File: src/hdl/pmcs_pkg.sv
// Purpose: Shared constants and types of the peripheral and midrange select block.
// Assumes: Registers are 16 bits wide and sit in the low half of a 32-bit word.
// Notes:   Byte offsets are word aligned.
package pmcs_pkg;

    ////////////////////////////////////////////////////////////////////////////
    localparam logic [7:0] PMCS_OFF_PBASE  = 8'ha4;
    localparam logic [7:0] PMCS_OFF_AUX    = 8'ha8;
    localparam logic [7:0] PMCS_OFF_MBASE  = 8'hac;
    localparam logic [7:0] PMCS_OFF_SYSCFG = 8'hb0;
    localparam logic [7:0] PMCS_OFF_STATUS = 8'hb4;

    ////////////////////////////////////////////////////////////////////////////
    localparam int PMCS_MSZ_LSB    = 8;
    localparam int PMCS_MSZ_W      = 7;
    localparam int PMCS_PFUNC_BIT  = 7;
    localparam int PMCS_SPACE_BIT  = 6;
    localparam int PMCS_WEXT_BIT   = 3;
    localparam int PMCS_RDY_BIT    = 2;
    localparam int PMCS_WAIT_LSB   = 0;
    localparam int PMCS_PBASE_LSB  = 7;
    localparam int PMCS_PBASE_W    = 9;
    localparam int PMCS_MBASE_LSB  = 9;
    localparam int PMCS_MBASE_W    = 7;
    localparam int PMCS_WHOLE_BIT  = 0;
    localparam int PMCS_ADDR_W     = 20;

    ////////////////////////////////////////////////////////////////////////////
    localparam logic [15:0] PMCS_RST_REG  = 16'h0000;
    localparam logic [3:0]  PMCS_WS_NONE  = 4'h0;
    localparam int          PMCS_SYNC_N   = 2;

    ////////////////////////////////////////////////////////////////////////////
    typedef struct packed {
        logic [19:0] addr;
        logic        mem;
    } pmcs_cyc_t;

    typedef struct packed {
        logic [3:0] ws;
        logic       rdy_ign;
    } pmcs_wait_t;

    typedef enum logic [0:0] {
        PH_IDLE,
        PH_ACTIVE
    } pmcs_phase_t;

endpackage

File: src/hdl/pmcs_pdec.sv
// Purpose: Peripheral select address compare, seven 256-byte slots.
// Assumes: The base covers address bits 19 to 11 of the cycle.
// Notes:   Slot four keeps its output bit low and never hits.
module pmcs_pdec #(
    parameter int ADDR_W = 20
) (
    input  wire logic                    en_i,
    input  wire logic                    space_i,
    input  wire logic [8:0]              base_i,
    input  wire pmcs_pkg::pmcs_cyc_t     cyc_i,
    output logic      [6:0]              hit_o
);

    ////////////////////////////////////////////////////////////////////////////
    if (ADDR_W != pmcs_pkg::PMCS_ADDR_W) begin : g_chk
        $error("pmcs_pdec serves a 20-bit address only.");
    end

    wire logic       blk_hit = en_i && (cyc_i.mem == space_i)
                             && (cyc_i.addr[19:11] == base_i);
    wire logic [2:0] slot    = cyc_i.addr[10:8];

    ////////////////////////////////////////////////////////////////////////////
    // Each slot spans 256 bytes; slot index four is left dark.
    for (genvar i = 0; i < 7; i++) begin : g_slot
        assign hit_o[i] = (i != 4) && blk_hit && (slot == 3'(i));
    end

endmodule

File: src/hdl/pmcs_mdec.sv
// Purpose: Midrange select compare over a one-hot block size.
// Assumes: At most one size bit is set; other patterns give no defined result.
// Notes:   A size field of zero matches nothing.
module pmcs_mdec #(
    parameter int ADDR_W = 20
) (
    input  wire logic                    en_i,
    input  wire logic                    whole_i,
    input  wire logic [6:0]              size_i,
    input  wire logic [6:0]              base_i,
    input  wire pmcs_pkg::pmcs_cyc_t     cyc_i,
    output logic      [3:0]              hit_o
);

    ////////////////////////////////////////////////////////////////////////////
    if (ADDR_W != pmcs_pkg::PMCS_ADDR_W) begin : g_chk
        $error("pmcs_mdec serves a 20-bit address only.");
    end

    // Bits below the size bit lie inside the block and are not compared.
    wire logic [6:0] mask   = ~(size_i - 7'h01);
    wire logic       in_blk = en_i && cyc_i.mem && (size_i != 7'h00)
                            && ((cyc_i.addr[19:13] & mask) == (base_i & mask));
    logic      [1:0] quarter;

    always_comb begin
        quarter = 2'h0;
        for (int k = 0; k < 7; k++) begin
            if (size_i[k]) begin
                quarter = cyc_i.addr[11+k +: 2];
            end
        end
    end

    ////////////////////////////////////////////////////////////////////////////
    for (genvar q = 0; q < 4; q++) begin : g_q
        if (q == 0) begin : g_zero
            assign hit_o[q] = in_blk && (whole_i || quarter == 2'h0);
        end else begin : g_rest
            assign hit_o[q] = in_blk && (quarter == 2'(q));
        end
    end

endmodule

File: src/hdl/pmcs_top.sv
// Purpose: Peripheral and midrange chip select decoder with its registers.
// Assumes: Bus cycle inputs come from logic on clk_i; ext_ready_i is a pin.
// Notes:   Selects change only on the address phase strobe or the cycle end of a bus cycle.
//
// Operation
// - Midrange total size is a one-hot field, 8K to 512K; each select covers a quarter.
// - With the whole-block option set, midrange select zero spans the whole block.
// - Pin-function bit 7: 1 gives selects five and six, 0 gives latched A1 and A2.
// - In address mode any auxiliary register access enables the outputs.
// - Space bit 6: peripheral selects decode memory cycles at 1, I/O at 0.
// - Auxiliary ready bit: 0 needs external ready for selects five and six.
// - Auxiliary wait field adds zero to three waits for selects five and six.
// - Peripheral selects stay off until base and auxiliary registers are written.
// - Peripheral base bits 15 to 7 give address bits 19 to 11.
// - Peripheral selects cover 256 bytes each; slot four is reserved.
// - Peripheral selects assert with the multiplexed address phase.
// - Selects zero to three wait 0 to 3, or 5, 7, 9, 15 when extended.
// - Peripheral base ready bit: 0 needs external ready for selects zero to three.
// - Midrange base gives address bits 19 to 13, aligned to the block size.
// - Midrange selects stay off until midrange base and auxiliary are accessed.
//
// Added by the designer: register access over Wishbone.
module pmcs_top (
    input  wire logic                    clk_i,
    input  wire logic                    rst_i,
    input  wire logic [7:0]              adr_i,
    input  wire logic [31:0]             dat_i,
    output logic      [31:0]             dat_o,
    input  wire logic [3:0]              sel_i,
    input  wire logic                    we_i,
    input  wire logic                    cyc_i,
    input  wire logic                    stb_i,
    output logic                         ack_o,
    input  wire logic [19:0]             bus_addr_i,
    input  wire logic                    bus_mem_i,
    input  wire logic                    bus_addr_phase_i,
    input  wire logic                    bus_cycle_end_i,
    input  wire logic                    ext_ready_i,
    output logic      [3:0]              midrange_sel_n_o,
    output logic      [3:0]              lower_periph_sel_n_o,
    output logic      [1:0]              upper_periph_sel_o,
    output logic      [3:0]              wait_states_o,
    output logic                         ready_ignore_o,
    output logic                         bus_ready_o
);

    ////////////////////////////////////////////////////////////////////////////
    // Register state.
    logic [15:0] pbase_r;
    logic [15:0] aux_r;
    logic [15:0] mbase_r;
    logic        whole_r;
    logic        pbase_wr_r;
    logic        aux_wr_r;
    logic        aux_acc_r;
    logic        mbase_acc_r;
    logic        ack_r;
    logic [31:0] rdat_r;

    ////////////////////////////////////////////////////////////////////////////
    // Bus cycle state.
    pmcs_pkg::pmcs_phase_t phase_r;
    pmcs_pkg::pmcs_phase_t phase_nxt;
    pmcs_pkg::pmcs_wait_t  pol_r;
    pmcs_pkg::pmcs_wait_t  pol_nxt;
    logic [3:0]            mcs_r;
    logic [3:0]            pcs_lo_r;
    logic [1:0]            pcs_hi_r;
    logic [1:0]            a21_r;
    logic [3:0]            cnt_r;
    logic [3:0]            cnt_nxt;
    logic [1:0]            rdy_sync_r;

    ////////////////////////////////////////////////////////////////////////////
    // Wishbone decode.
    wire logic req       = cyc_i && stb_i && !ack_r;
    wire logic hit_pbase = adr_i[7:2] == pmcs_pkg::PMCS_OFF_PBASE[7:2];
    wire logic hit_aux   = adr_i[7:2] == pmcs_pkg::PMCS_OFF_AUX[7:2];
    wire logic hit_mbase = adr_i[7:2] == pmcs_pkg::PMCS_OFF_MBASE[7:2];
    wire logic hit_sys   = adr_i[7:2] == pmcs_pkg::PMCS_OFF_SYSCFG[7:2];
    wire logic hit_stat  = adr_i[7:2] == pmcs_pkg::PMCS_OFF_STATUS[7:2];
    wire logic wr        = req && we_i;
    wire logic wr_pbase  = wr && hit_pbase;
    wire logic wr_aux    = wr && hit_aux;
    wire logic wr_mbase  = wr && hit_mbase;
    wire logic wr_sys    = wr && hit_sys;
    wire logic acc_aux   = req && hit_aux;
    wire logic acc_mbase = req && hit_mbase;

    // Byte lanes zero and one carry the 16-bit register.
    wire logic [15:0] lane_mask = {{8{sel_i[1]}}, {8{sel_i[0]}}};

    function automatic logic [15:0] merge(input logic [15:0] old,
                                          input logic [15:0] nw,
                                          input logic [15:0] m);
        merge = (old & ~m) | (nw & m);
    endfunction

    wire logic [15:0] status_val = {10'h000, (phase_r == pmcs_pkg::PH_ACTIVE),
                                    bus_ready_o, mbase_acc_r, aux_acc_r,
                                    aux_wr_r, pbase_wr_r};

    // Unmapped words acknowledge and read as zero.
    wire logic [15:0] rd_mux = hit_pbase ? pbase_r :
                               hit_aux   ? aux_r   :
                               hit_mbase ? mbase_r :
                               hit_sys   ? {15'h0000, whole_r} :
                               hit_stat  ? status_val : 16'h0000;

    ////////////////////////////////////////////////////////////////////////////
    // Register file. Contents after reset are defined as zero, but the
    // enables below keep every select dark until software writes them or, for midrange selects, accesses them.
    always_ff @(posedge clk_i) begin
        if (rst_i) begin
            pbase_r <= pmcs_pkg::PMCS_RST_REG;
            aux_r   <= pmcs_pkg::PMCS_RST_REG;
            mbase_r <= pmcs_pkg::PMCS_RST_REG;
            whole_r <= 1'b0;
        end else begin
            if (wr_pbase) begin
                pbase_r <= merge(pbase_r, dat_i[15:0], lane_mask);
            end
            if (wr_aux) begin
                aux_r <= merge(aux_r, dat_i[15:0], lane_mask);
            end
            if (wr_mbase) begin
                mbase_r <= merge(mbase_r, dat_i[15:0], lane_mask);
            end
            if (wr_sys && sel_i[0]) begin
                whole_r <= dat_i[pmcs_pkg::PMCS_WHOLE_BIT];
            end
        end
    end

    // Activation flags are sticky until reset.
    always_ff @(posedge clk_i) begin
        if (rst_i) begin
            pbase_wr_r  <= 1'b0;
            aux_wr_r    <= 1'b0;
            aux_acc_r   <= 1'b0;
            mbase_acc_r <= 1'b0;
        end else begin
            pbase_wr_r  <= pbase_wr_r || wr_pbase;
            aux_wr_r    <= aux_wr_r || wr_aux;
            aux_acc_r   <= aux_acc_r || acc_aux;
            mbase_acc_r <= mbase_acc_r || acc_mbase;
        end
    end

    // One wait state on every access keeps the read path registered.
    always_ff @(posedge clk_i) begin
        if (rst_i) begin
            ack_r  <= 1'b0;
            rdat_r <= 32'h0000_0000;
        end else begin
            ack_r  <= req;
            rdat_r <= req ? {16'h0000, rd_mux} : rdat_r;
        end
    end

    assign ack_o = ack_r;
    assign dat_o = rdat_r;

    ////////////////////////////////////////////////////////////////////////////
    // Field views.
    wire logic [6:0] msize     = aux_r[pmcs_pkg::PMCS_MSZ_LSB +: pmcs_pkg::PMCS_MSZ_W];
    wire logic       pin_sel   = aux_r[pmcs_pkg::PMCS_PFUNC_BIT];
    wire logic       space_mem = aux_r[pmcs_pkg::PMCS_SPACE_BIT];
    wire logic [8:0] pbase     = pbase_r[pmcs_pkg::PMCS_PBASE_LSB +: pmcs_pkg::PMCS_PBASE_W];
    wire logic [6:0] mbase     = mbase_r[pmcs_pkg::PMCS_MBASE_LSB +: pmcs_pkg::PMCS_MBASE_W];

    wire logic pcs_en   = pbase_wr_r && aux_wr_r;
    wire logic addr_en  = aux_acc_r && !pin_sel;
    wire logic mcs_en   = mbase_acc_r && aux_acc_r;

    wire pmcs_pkg::pmcs_cyc_t cyc = '{addr: bus_addr_i, mem: bus_mem_i};

    logic [6:0] p_hit;
    logic [3:0] m_hit;

    pmcs_pdec #(
        .ADDR_W (pmcs_pkg::PMCS_ADDR_W)
    ) u_pdec (
        .en_i    (pcs_en),
        .space_i (space_mem),
        .base_i  (pbase),
        .cyc_i   (cyc),
        .hit_o   (p_hit)
    );

    pmcs_mdec #(
        .ADDR_W (pmcs_pkg::PMCS_ADDR_W)
    ) u_mdec (
        .en_i    (mcs_en),
        .whole_i (whole_r),
        .size_i  (msize),
        .base_i  (mbase),
        .cyc_i   (cyc),
        .hit_o   (m_hit)
    );

    // Upper slots drive selects only when the pins are in select mode.
    wire logic [1:0] up_hit = p_hit[6:5] & {2{pin_sel}};

    ////////////////////////////////////////////////////////////////////////////
    // Wait policy of the decoded cycle; peripheral ranges take precedence.
    wire logic [1:0] pws      = pbase_r[pmcs_pkg::PMCS_WAIT_LSB +: 2];
    wire logic [1:0] aws      = aux_r[pmcs_pkg::PMCS_WAIT_LSB +: 2];
    wire logic [1:0] mws      = mbase_r[pmcs_pkg::PMCS_WAIT_LSB +: 2];
    wire logic       pext     = pbase_r[pmcs_pkg::PMCS_WEXT_BIT];

    // Extended encoding jumps to 5, 7, 9 and 15 wait states.
    wire logic [3:0] pws_ext  = (pws == 2'h3) ? 4'hf : {1'b0, pws, 1'b1} + 4'h4;
    wire logic [3:0] pws_full = pext ? pws_ext : {2'h0, pws};

    always_comb begin
        pol_nxt = '{ws: pmcs_pkg::PMCS_WS_NONE, rdy_ign: 1'b0};
        if (|p_hit[3:0]) begin
            pol_nxt.ws      = pws_full;
            pol_nxt.rdy_ign = pbase_r[pmcs_pkg::PMCS_RDY_BIT];
        end else if (|up_hit) begin
            pol_nxt.ws      = {2'h0, aws};
            pol_nxt.rdy_ign = aux_r[pmcs_pkg::PMCS_RDY_BIT];
        end else if (|m_hit) begin
            pol_nxt.ws      = {2'h0, mws};
            pol_nxt.rdy_ign = mbase_r[pmcs_pkg::PMCS_RDY_BIT];
        end
    end

    ////////////////////////////////////////////////////////////////////////////
    // Bus cycle sequencing.
    always_comb begin
        phase_nxt = phase_r;
        unique case (phase_r)
            pmcs_pkg::PH_IDLE: begin
                if (bus_addr_phase_i) begin
                    phase_nxt = pmcs_pkg::PH_ACTIVE;
                end
            end
            pmcs_pkg::PH_ACTIVE: begin
                if (bus_cycle_end_i) begin
                    phase_nxt = pmcs_pkg::PH_IDLE;
                end
            end
        endcase
    end

    always_comb begin
        cnt_nxt = cnt_r;
        if (bus_addr_phase_i) begin
            cnt_nxt = pol_nxt.ws;
        end else if (phase_r == pmcs_pkg::PH_ACTIVE && cnt_r != 4'h0) begin
            cnt_nxt = cnt_r - 4'h1;
        end
    end

    ////////////////////////////////////////////////////////////////////////////
    // Selects are caught on the address phase strobe, so they follow the
    // multiplexed address timing and never glitch within a cycle.
    always_ff @(posedge clk_i) begin
        if (rst_i) begin
            phase_r  <= pmcs_pkg::PH_IDLE;
            mcs_r    <= 4'h0;
            pcs_lo_r <= 4'h0;
            pcs_hi_r <= 2'h0;
            pol_r    <= '{ws: pmcs_pkg::PMCS_WS_NONE, rdy_ign: 1'b0};
            cnt_r    <= 4'h0;
        end else begin
            phase_r <= phase_nxt;
            cnt_r   <= cnt_nxt;
            if (bus_addr_phase_i) begin
                mcs_r    <= m_hit;
                pcs_lo_r <= p_hit[3:0];
                pcs_hi_r <= up_hit;
                pol_r    <= pol_nxt;
            end else if (bus_cycle_end_i) begin
                mcs_r    <= 4'h0;
                pcs_lo_r <= 4'h0;
                pcs_hi_r <= 2'h0;
            end
        end
    end

    // Address bits stay latched between cycles, like a transparent latch.
    always_ff @(posedge clk_i) begin
        if (rst_i) begin
            a21_r <= 2'h0;
        end else if (bus_addr_phase_i) begin
            a21_r <= bus_addr_i[2:1];
        end
    end

    // The ready pin is asynchronous and passes two flip-flops first.
    always_ff @(posedge clk_i) begin
        if (rst_i) begin
            rdy_sync_r <= 2'h0;
        end else begin
            rdy_sync_r <= {rdy_sync_r[0], ext_ready_i};
        end
    end

    ////////////////////////////////////////////////////////////////////////////
    // Outputs.
    wire logic rdy_ok = pol_r.rdy_ign || rdy_sync_r[1];

    assign bus_ready_o    = (phase_r == pmcs_pkg::PH_ACTIVE)
                            && (cnt_r == 4'h0) && rdy_ok;
    assign wait_states_o  = pol_r.ws;
    assign ready_ignore_o = pol_r.rdy_ign;

    assign midrange_sel_n_o     = ~mcs_r;
    assign lower_periph_sel_n_o = ~pcs_lo_r;

    // Address mode shows A1 on output five and A2 on output six; with
    // neither mode enabled both outputs idle high.
    assign upper_periph_sel_o = addr_en ? a21_r : ~pcs_hi_r;

endmodule

File: config.mk
export PLATFORM = sky130hd
export DESIGN_NAME = pmcs_top
export DESIGN_NICKNAME = d
export VERILOG_FILES = /design/src/hdl/pmcs_pkg.sv /design/src/hdl/pmcs_pdec.sv /design/src/hdl/pmcs_mdec.sv /design/src/hdl/pmcs_top.sv
export SDC_FILE = /design/constraint.sdc
export NUM_CORES = 1
export LEC_CHECK = 0
export ABC_CLOCK_PERIOD_IN_PS = 2200
export BUFFER_PORTS_ARGS = -buffer_cell sky130_fd_sc_hd__buf_2
export CAP_MARGIN = 0
export CORE_MARGIN = 2
export CORE_UTILIZATION = 31
export DETAILED_ROUTE_END_ITERATION = 16
export PLACE_DENSITY_LB_ADDON = 0.1
export SYNTH_ARGS = -nofsm -noshare
export SYNTH_HDL_FRONTEND = slang
export SYNTH_SLANG_ARGS = --single-unit
File: constraint.sdc
create_clock -name clk_i -period 2.2 [get_ports clk_i]
set_input_delay 0.33 -clock clk_i [delete_from_list [all_inputs] [get_ports clk_i]]
set_output_delay 0.33 -clock clk_i [all_outputs]
set_load 0.005 [all_outputs]
* After elaboration in Yosys (flattened, before gate mapping) *
Index checks and enable logic that the tools add are counted.

storage, ports and cells
  flip-flop bits (word level) = 94
  input port bits = 73
  logic and storage cells = 132

cells by class
  add/subtract/negate cells = 3
  eq/ne operators = 17
  multiplexer cells = 28
  bitwise logic cells = 16
  reduce and logical (&&, ||, !) cells = 49

operators with widths
  operator             number
  $and 16x16->16       4
  $mux 16              3
  $or 16x16->16        3
  $logic_and 1x1->1    31
  $eq 6x6->1 const B   5
  $mux 4               7
  $mux 2               10
  $not 16->16          1
  $and 7x7->7          2
  $mux 6               2
  $eq 9x9->1           1
  $not 4->4            2
  $reduce_or 4->1      2
  $eq 7x7->1           1
  $not 7->7            1
  $reduce_bool 7->1    1
  $sub 7x1->7 const B  1
  $eq 2x2->1 const B   3
  $eq 3x2->1 const B   2
  $eq 3x3->1 const B   2
  $logic_or 1x1->1     6
  $mux 3               2
  $mux 5               1
  $add 3x3->4 const B  1
  16 further kinds     19

* Longest topological paths before layout *
Gate-level depths: netlist (run 1).

  depth after elaboration = 15
  mapped depth = 8
  mapped depth without buffers = 8

* Hierarchy *
Synthesis (run 1) repeated with hierarchy kept, for this count alone.

unflattened totals
  cells, all modules = 561
  area total of the unflattened synthesis = 5027.3 um2

by module, submodules not included
  module     times used  cells each  area an instance (um2)
  pmcs_top   1           465         4342.9
  pmcs_mdec  1           64          434.2
  pmcs_pdec  1           32          250.2

* Worst setup path after synthesis (run 1) *
OpenSTA, ideal clock, no wires.

  kind = register -> register
  start point = register with a tool-made name
  end point = register cnt_r[1]
  setup time = 120 ps
  arrival = 1801 ps
  required time = 2080 ps
  setup slack = 280 ps
  cell stages (with the launch flop) = 7
  path buffers = 0
  cell sequence = dfxtp_1 -> xnor2_1 -> nand3_1 -> or4_4 -> nand3b_4 -> and3_1 -> o31a_1

RTL lines
  what                  RTL line         RTL
  end signal, assigned  pmcs_top.sv:270  cnt_r <= cnt_nxt;
  end, declared         pmcs_top.sv:70   logic [3:0] cnt_r;

==> results.sh, run 1 <==
export IMPL_outcome="completed"
export IMPL_clkTransAtPathRegs_ns=0.06
export IMPL_synthFlopType="dfxtp_1"
export IMPL_synthXorXnorAreaFrac_pct=4.16
export IMPL_whs_ns=0.203
export IMPL_yosysTopAreaCell="dfxtp_1"
export IMPL_period_minus_slack_ns=2.07
export IMPL_rrSetupSlack_ns=0.13
export IMPL_synth_async_reset_ratio_pct=0
export IMPL_ys_seq_area_share_pct=40.6
export IMPL_tightest_slew_ns=0.621
export IMPL_cp_max_fo=3
export IMPL_cts_resized=0
export IMPL_synth_area_um2=4630
export IMPL_yosys_register_bits=94
export IMPL_worstPathRequired_ns=2.44
export IMPL_drt_iter0_markers=220
export IMPL_slew_headroom_pct=58.6
export IMPL_endpoint_kind="flip-flop"
export IMPL_antenna_found_initial=0
export IMPL_dp_hpwl_um=10500
export IMPL_fin_crit_sh_pct=94.0
export IMPL_track_usage_pct=18.1
export IMPL_rows=44
export IMPL_postCtsSetupBuffers=0
export IMPL_synthSimpleGateAreaFrac_pct=20.4
export IMPL_fp_coreArea_um2=14600
export IMPL_portBuffers=79
export IMPL_yosysWarnings=0
export IMPL_finalWeightedCongestion=0.874
export IMPL_peakVddDrop_mv=0.308
export IMPL_cts_tree="done"
export IMPL_insertion_delay_ns=0.35
export IMPL_fp_dieW_um=126
export IMPL_antenna_cells=0
export IMPL_fin_nets=734
export IMPL_vias=4243
export IMPL_grt_overflow=0
export IMPL_synth_adder_area_share_pct=1.08
export IMPL_arrival_ns=2.31
export IMPL_regToRegEndpoint="cnt_r[1]"
export IMPL_synth_top_area_share_pct=40.6
export IMPL_cts_hold_buffers=0
export IMPL_detail_route_wl_per_cell_um=16.6
export IMPL_slew_viol_final=0
export IMPL_cts_inserted_buffers=9
export IMPL_drive_above_1_share_pct=23.0
export IMPL_viasPerCell=5.02
export IMPL_avgSynthCellArea_um2=8.37
export IMPL_rsz0062_at_grt="false"
export IMPL_drc_errors=0
export IMPL_hp_class="in -> reg"
export IMPL_setup_viol_count_final=0
export IMPL_rr_worst_depth=6
export IMPL_synth_cells=554
export IMPL_hp_start="ext_ready_i"
export IMPL_synth_area_leaders="dfxtp_1 41%, mux2i_1 7.6%, nor2_1 6.1%"
export IMPL_h_tree_depth=3
export IMPL_die_y_um=126
export IMPL_setup_tns_ns=0
export IMPL_muxShareOfSynthArea_pct=9.26
export IMPL_synth_edf_count=0
export IMPL_cts_sinks=94
export IMPL_final_antenna_net_count=0
export IMPL_syn2layout_area_growth_pct=23.4
export IMPL_power_density_nw_per_um2=634
export IMPL_crit_type="reg -> reg"
export IMPL_holdPathEnd="rdy_sync_r[0]"
export IMPL_grt_pass1_wl_um=22400
export IMPL_hold_depth=2
export IMPL_wl_um=14000
export IMPL_skew_ns=0.0102
export IMPL_cp_start_kind="flip-flop"
export IMPL_synth_compound_area_share_pct=17.9
export IMPL_hold_viol_final=0
export IMPL_ioPinCount=122
export IMPL_synth_top_family_by_area="simple AND/OR/NAND/NOR gates"
export IMPL_grt_max_degree=36
export IMPL_grt_pass1_vias=4194
export IMPL_ctsLongestPathBuffers=2
export IMPL_die_area_um2=15900
export IMPL_fmax_ghz=0.484
export IMPL_clockRootBuffer="clkbuf_16"
export IMPL_start_util_pct=31.8
export IMPL_drt_pass1_iter_count=7
export IMPL_p_leak_nw=2.29
export IMPL_fillers=1525
export IMPL_drv_cap=0
export IMPL_synth_distinct_cells=59
==> per-layer routing <==
metal / track usage, % / wire, um
met1: 23.0 / 6450
met2: 29.5 / 6450
met3: 3.78 / 678
met5: 0 / 0
met4: 7.95 / 414
==> cells in the final DEF, fill, tap and decap left out, drive strengths merged, types with 12 or more instances in the layout <==
| cell | instances |
|---|---|
| xnor2 | 17 |
| a21oi | 40 |
| buf | 120 |
| dfxtp | 94 |
| a221oi | 14 |
| mux2i | 35 |
| nor2 | 77 |
| nand2 | 52 |
| nor3 | 18 |
| nand3 | 12 |
| o21ai | 32 |
| clkbuf | 12 |
| conb | 16 |
| inv | 20 |
==> worst max path at each step <==
stage | depth (start not counted) | endpoint | startpoint | slack [ns]
final | 6 | cnt_r[1] | flip-flop | 0.13
after detailed placement | 7 | cnt_r[1] | bus_addr_i[14] | -0.01
after CTS | 6 | cnt_r[1] | flip-flop | 0.09
after floorplan | 6 | cnt_r[1] | flip-flop | 0.28
after global routing | 7 | wait_states_o[0] | flip-flop | 0.00001
after global placement | 7 | cnt_r[1] | bus_addr_i[14] | 0.003
==> power by group <==
group          switching [W]  total, W  leakage [nW]  internal [W]
sequential         0.0000194   0.00175         0.761       0.00173
combinational       0.000186  0.000310          1.40      0.000124
clock               0.000660   0.00157         0.135      0.000907
total               0.000866   0.00363          2.29       0.00276
==> worst max-delay path, stage by stage, from the launching register on <==
cell	delay (ns)
dfxtp_1	0.32
xnor2_1	0.22
nand4_1	0.21
or4_4	0.55
nand3b_4	0.17
and3_1	0.21
o31a_1	0.29
==> cell type report <==
cell class | count | area, um^2 | area share, %
timing repair buffer | 120 | 728 | 12.7
clock inverter | 3 | 45.0 | 0.788
multi-input combinational | 411 | 2510 | 43.8
tap | 184 | 230 | 4.03
clock buffer | 12 | 246 | 4.31
sequential | 94 | 1880 | 32.9
inverter | 21 | 78.8 | 1.38
==> cell families (layout without fill, tap and decap cells) <==
group / after synthesis / after routing
other cells: 1 / 16
flops: 94 / 94
xor+xnor: 22 / 22
fa+ha+maj: 4 / 4
mux: 42 / 42
buf+inv: 64 / 156
compound gates: 129 / 129
simple gates: 198 / 198
==> cells in the mapped netlist (12+ instances only) <==
library cell and count:
a21oi_1 40, a221oi_1 14, buf_4 16, clkbuf_1 23, dfxtp_1 94, inv_1 20
mux2i_1 35, nand2_1 52, nand3_1 12, nor2_1 75, nor3_1 17, o21ai_0 29
xnor2_1 17
==> metrics by stage <==
stage / area (um^2) / utilization, % / std cells / worst slack, ns / power (W)
floorplan: 4690 / - / 569 / 0.280 / 0.00196
global placement: 5430 / 37.2 / 830 / 0.00345 / 0.00209
detailed placement: 5430 / 37.2 / 830 / -0.00992 / 0.00210
CTS: 5720 / 39.2 / 845 / 0.0948 / 0.00367
global route: 5720 / 39.2 / 845 / 0.0000107 / 0.00378
finish: 5720 / 39.2 / 845 / 0.132 / 0.00363
Power figures use the tool's default switching activity.
==> run 2, diff against run 1 <==
ABC_CLOCK_PERIOD_IN_PS = 2009   (was 2200)
CORE_UTILIZATION = 53   (was 31)
HOLD_SLACK_MARGIN = 0.1   (was default)
clock period = 2.01 ns   (was 2.2 ns; I/O delays follow)
==> results.sh, run 2 (synthesized netlist as in run 1, its figures left out) <==
export IMPL_grt_pass1_wl_um=20300
export IMPL_setup_viol_count_final=0
export IMPL_fp_dieW_um=97.5
export IMPL_slew_viol_final=0
export IMPL_pwr_share_comb_pct=9.6
export IMPL_grt_overflow=0
export IMPL_switchingPower_w=0.000951
export IMPL_cts_inserted_buffers=9
export IMPL_worstPathRequired_ns=2.27
export IMPL_die_y_um=97.5
export IMPL_drt_iter0_markers=247
export IMPL_fin_util_pct=66.6
export IMPL_syn2layout_area_growth_pct=23.6
export IMPL_insertion_delay_ns=0.37
export IMPL_layout_common_cells="87 x dfxtp_1, 79 x buf_2, 75 x nor2_1"
export IMPL_skew_ns=0.0131
export IMPL_track_usage_pct=26.3
export IMPL_power_frac_seq_pct=53.1
export IMPL_hp_start="bus_cycle_end_i"
export IMPL_stdcell_area_um2=5730
export IMPL_crit_type="reg -> reg"
export IMPL_finalPower_w=0.00359
export IMPL_fin_crit_sh_pct=99.1
export IMPL_setup_tns_ns=0
export IMPL_detail_route_wl_per_cell_um=16.1
export IMPL_stdcell_count=782
export IMPL_antenna_cells=0
export IMPL_fmax_ghz=0.502
export IMPL_holdPathEnd="phase_r"
export IMPL_rrSetupSlack_ns=0.02
export IMPL_cp_max_fo=4
export IMPL_hp_class="in -> reg"
export IMPL_h_tree_depth=3
export IMPL_power_density_nw_per_um2=627
export IMPL_peakVddDrop_mv=0.383
export IMPL_ioPinCount=122
export IMPL_multiInputGateArea_um2=2590
export IMPL_viasPerCell=5.57
export IMPL_drc_errors=0
export IMPL_cts_tree="done"
export IMPL_numPlacedInstances=765
export IMPL_antenna_found_initial=0
export IMPL_hold_depth=2
export IMPL_cts_sinks=94
export IMPL_grt_max_degree=38
export IMPL_drt_pass1_iter_count=5
export IMPL_fp_coreArea_um2=8590
export IMPL_seq_area_um2=1890
export IMPL_cp_start_kind="flip-flop"
export IMPL_endpoint_kind="flip-flop"
export IMPL_power_internal_w=0.00264
export IMPL_hold_viol_final=0
export IMPL_p_leak_nw=2.36
export IMPL_rsz0062_at_grt="true"
export IMPL_rows=34
export IMPL_period_minus_slack_ns=1.99
export IMPL_fin_nets=746
export IMPL_drv_cap=0
export IMPL_finalWeightedCongestion=0.915
export IMPL_rr_worst_depth=6
export IMPL_arrival_ns=2.25
export IMPL_sw_frac_of_total_pct=26.5
export IMPL_fillers=745
export IMPL_final_antenna_net_count=0
export IMPL_post_dp_cell_area_um2=5410
export IMPL_wl_um=12600
export IMPL_outcome="completed"
export IMPL_layout_commonest_cell="dfxtp_1"
export IMPL_grt_pass1_vias=4048
export IMPL_pwr_share_clk_pct=37.2
export IMPL_clockRootBuffer="clkbuf_8"
export IMPL_start_util_pct=53.9
export IMPL_die_area_um2=9510
export IMPL_drive_above_1_share_pct=27.6
export IMPL_ctsLongestPathBuffers=2
export IMPL_clkTransAtPathRegs_ns=0.11
export IMPL_vias=4353
export IMPL_portBuffers=79
export IMPL_dp_hpwl_um=9360
export IMPL_regToRegEndpoint="cnt_r[1]"
## run 2: cell types whose count changed in the layout (fill, tap and decap cells not counted), moves of 4 or more
cell / change
buf_4: +12
clkbuf_16: -9
clkbuf_8: +8
dfxtp_1: -7
dfxtp_2: +7
xnor2_1: -4
xnor2_2: +4
## run 2: area by class of cell
type / instances / area share, %
clock buffers: 9 / 2.16
clock inverters: 7 / 1.59
inverters: 21 / 1.38
multi-input cells: 411 / 45.2
flip-flops and latches: 94 / 33.0
well taps: 108 / 2.36
repair buffers: 132 / 14.3
## run 2: power by group through the flow
stage	clock [W]	combinational [W]	sequential, W
4_1_cts	0.00136	0.000341	0.00191
6_report	0.00134	0.000347	0.00191
3_3_place_gp	0	0.000331	0.00195
3_5_place_dp	0	0.000336	0.00195
2_1_floorplan	0	0.000194	0.00195
5_1_grt	0.00142	0.000382	0.00191
## run 2: worst max-delay path: stages (launching register included)
cell and delay [ns]:
dfxtp_1 0.35, xnor2_2 0.19, nand4_1 0.14, or4_4 0.53
nand3b_4 0.18, and3_4 0.19, o31a_1 0.29
## run 2: how the worst max path moves through the flow
stage               slack, ns        to  depth (start not counted)      startpoint
CTS                      0.02  cnt_r[1]                          6       flip-flop
floorplan                0.09  cnt_r[1]                          6       flip-flop
finish                   0.02  cnt_r[1]                          6       flip-flop
global placement        -0.11  cnt_r[1]                          7       bus_mem_i
global route            -0.04  cnt_r[1]                          6       flip-flop
detailed placement      -0.14  cnt_r[1]                          7  bus_addr_i[17]
## run 2: through the flow
stage	worst slack, ns	hold slack (ns)
after floorplan	0.0898	0.401
after global placement	-0.110	0.428
after detailed placement	-0.136	0.437
after CTS	0.0154	0.147
after global routing	-0.0409	0.141
final	0.0183	0.157
## run 2: layer usage
metal	wire [um]	track usage [%]	vias up
met1	5920	36.9	2054
met5	0	0	-
met3	818	5.90	5
li1	-	-	2143
met2	5740	41.9	151
met4	72	5.45	0
## run 2: repair_timing
item                       in CTS  in global routing
pin swaps                       4                  8
hold buffers                    0                  0
resized for setup              11                 11
setup buffers                   1                  1
setup endpoints to repair       3                  6
==> run 3, diff against run 2 <==
REMOVE_ABC_BUFFERS = 1   (was default)
==> results.sh, run 3 (synthesized netlist as in run 1, its figures left out) <==
export IMPL_start_util_pct=53.9
export IMPL_crit_type="reg -> reg"
export IMPL_fp_dieW_um=97.5
export IMPL_track_usage_pct=26.2
export IMPL_power_density_nw_per_um2=601
export IMPL_portBuffers=79
export IMPL_final_antenna_net_count=0
export IMPL_cpMaxStageDelayCell="or4_4"
export IMPL_fin_nets=749
export IMPL_clockRootBuffer="clkbuf_8"
export IMPL_seq_area_um2=1890
export IMPL_skew_ns=0.00705
export IMPL_rsz0062_at_grt="true"
export IMPL_ctsLongestPathBuffers=2
export IMPL_fp_coreArea_um2=8590
export IMPL_layout_common_cells="88 x dfxtp_1, 79 x buf_2, 74 x nor2_1"
export IMPL_finalWeightedCongestion=0.914
export IMPL_endpoint_kind="flip-flop"
export IMPL_grt_overflow=0
export IMPL_setup_viol_count_final=0
export IMPL_die_y_um=97.5
export IMPL_path_delay_family="simple AND/OR/NAND/NOR gates"
export IMPL_drt_pass1_iter_count=5
export IMPL_critical_path_depth=6
export IMPL_numPlacedInstances=768
export IMPL_finalPower_w=0.00345
export IMPL_rr_worst_depth=6
export IMPL_p_leak_nw=2.38
export IMPL_cts_tree="done"
export IMPL_cts_inserted_buffers=9
export IMPL_fillers=731
export IMPL_cp_start_kind="flip-flop"
export IMPL_drive_above_1_share_pct=28.5
export IMPL_slew_headroom_pct=61.9
export IMPL_setup_ws_ns=0.0178
export IMPL_cp_num_buf_inv=0
export IMPL_h_tree_depth=3
export IMPL_syn2layout_area_growth_pct=23.9
export IMPL_grt_pass1_wl_um=20300
export IMPL_vias=4355
export IMPL_peakVddDrop_mv=0.416
export IMPL_fin_crit_sh_pct=99.1
export IMPL_rows=34
export IMPL_layout_commonest_cell="dfxtp_1"
export IMPL_crit_chain="xnor2_2, nand4_1, or4_4, nand3b_4, and3_4, o31a_1"
export IMPL_die_area_um2=9510
export IMPL_arrival_ns=2.25
export IMPL_critPathCapture="cnt_r[1]"
export IMPL_cpPeakStageDelay_ns=0.60
export IMPL_tightest_slew_ns=0.572
export IMPL_worstPathRequired_ns=2.26
export IMPL_rrSetupSlack_ns=0.02
export IMPL_drt_iter0_markers=206
export IMPL_dp_hpwl_um=9350
export IMPL_hp_class="in -> reg"
export IMPL_detail_route_wl_per_cell_um=16.0
export IMPL_fmax_ghz=0.502
export IMPL_viasPerCell=5.55
export IMPL_outcome="completed"
export IMPL_antenna_found_initial=0
export IMPL_grt_max_degree=27
export IMPL_stdcell_count=785
export IMPL_antenna_cells=0
export IMPL_cts_sinks=94
export IMPL_grt_pass1_vias=4122
export IMPL_ioPinCount=122
export IMPL_insertion_delay_ns=0.36
export IMPL_clkTransAtPathRegs_ns=0.10
export IMPL_hold_viol_final=0
export IMPL_wl_um=12600
export IMPL_drv_cap=0
export IMPL_period_minus_slack_ns=1.99
export IMPL_regToRegEndpoint="cnt_r[1]"
export IMPL_slew_viol_final=0
export IMPL_multiInputGateArea_um2=2630
export IMPL_place_ws_ns=-0.131
export IMPL_drc_errors=0
export IMPL_whs_ns=0.144
export IMPL_cp_max_fo=4
## run 3: cell count changes in the layout (fill, tap and decap cells not counted), moves of 2 or more
cell | before | now
a221oi_1 | 14 | 12
a221oi_2 | 0 | 2
buf_4 | 51 | 55
clkinvlp_4 | 1 | 3
inv_1 | 18 | 20
inv_2 | 2 | 0
inv_6 | 2 | 0
nor4_2 | 2 | 0
nor4_4 | 0 | 2
## run 3: final cells by class
cell class                      instances  share of cell area (%)
Tap cell                              108                    2.35
Sequential cell                        94                    32.9
Multi-Input combinational cell        411                    45.8
Timing Repair Buffer                  135                    14.4
Clock buffer                            9                    2.16
Clock inverter                          7                    1.02
Inverter                               21                    1.37
## run 3: metrics by stage
stage | util [%] | instance area (um^2) | TNS [ns]
2_1_floorplan | - | 4470 | -16.56
3_3_place_gp | 63.1 | 5430 | -0.244
3_5_place_dp | 63.1 | 5430 | -0.314
4_1_cts | 65.7 | 5650 | 0
5_1_grt | 66.8 | 5740 | -0.0363
6_report | 66.8 | 5740 | 0
## run 3: worst min-delay path by stage
stage,start,to,slack (ns),depth (start not counted)
2_1_floorplan,rst_i,flip-flop,0.37,1
3_3_place_gp,rdy_sync_r[0],rdy_sync_r[1],0.42,1
3_5_place_dp,rdy_sync_r[0],rdy_sync_r[1],0.43,1
4_1_cts,ext_ready_i,rdy_sync_r[0],0.13,2
5_1_grt,ext_ready_i,rdy_sync_r[0],0.14,2
6_report,ext_ready_i,rdy_sync_r[0],0.14,2
## run 3: metal layers
layer  track usage (%)  vias to the layer above  routed length, um
met5                 0                        -                  0
met1              36.0                     2061               5850
met4              8.23                        0                223
li1                  -                     2154                  -
met3              3.38                       18                533
met2              43.1                      122               5980
## run 3: worst register-to-register path: cells and delay by family (launching register included)
kind,cells,cell delay [ns]
DFF,1,0.35
and+or+nand+nor,4,1.13
xor gates and xnor gates,1,0.18
AOI/OAI and AO/OA,1,0.23
## run 3: power breakdown
group          total (W)  switching [W]  internal [W]
logic           0.000360       0.000208      0.000152
clock network    0.00118       0.000715      0.000467
registers        0.00191      0.0000173       0.00189
## run 3: what timing repair did
item,4_1_cts,5_1_grt
endpoints found under the setup margin,5,14
setup buffers,2,0
hold buffers,0,0
gates resized for setup,5,21
pin swaps,4,10
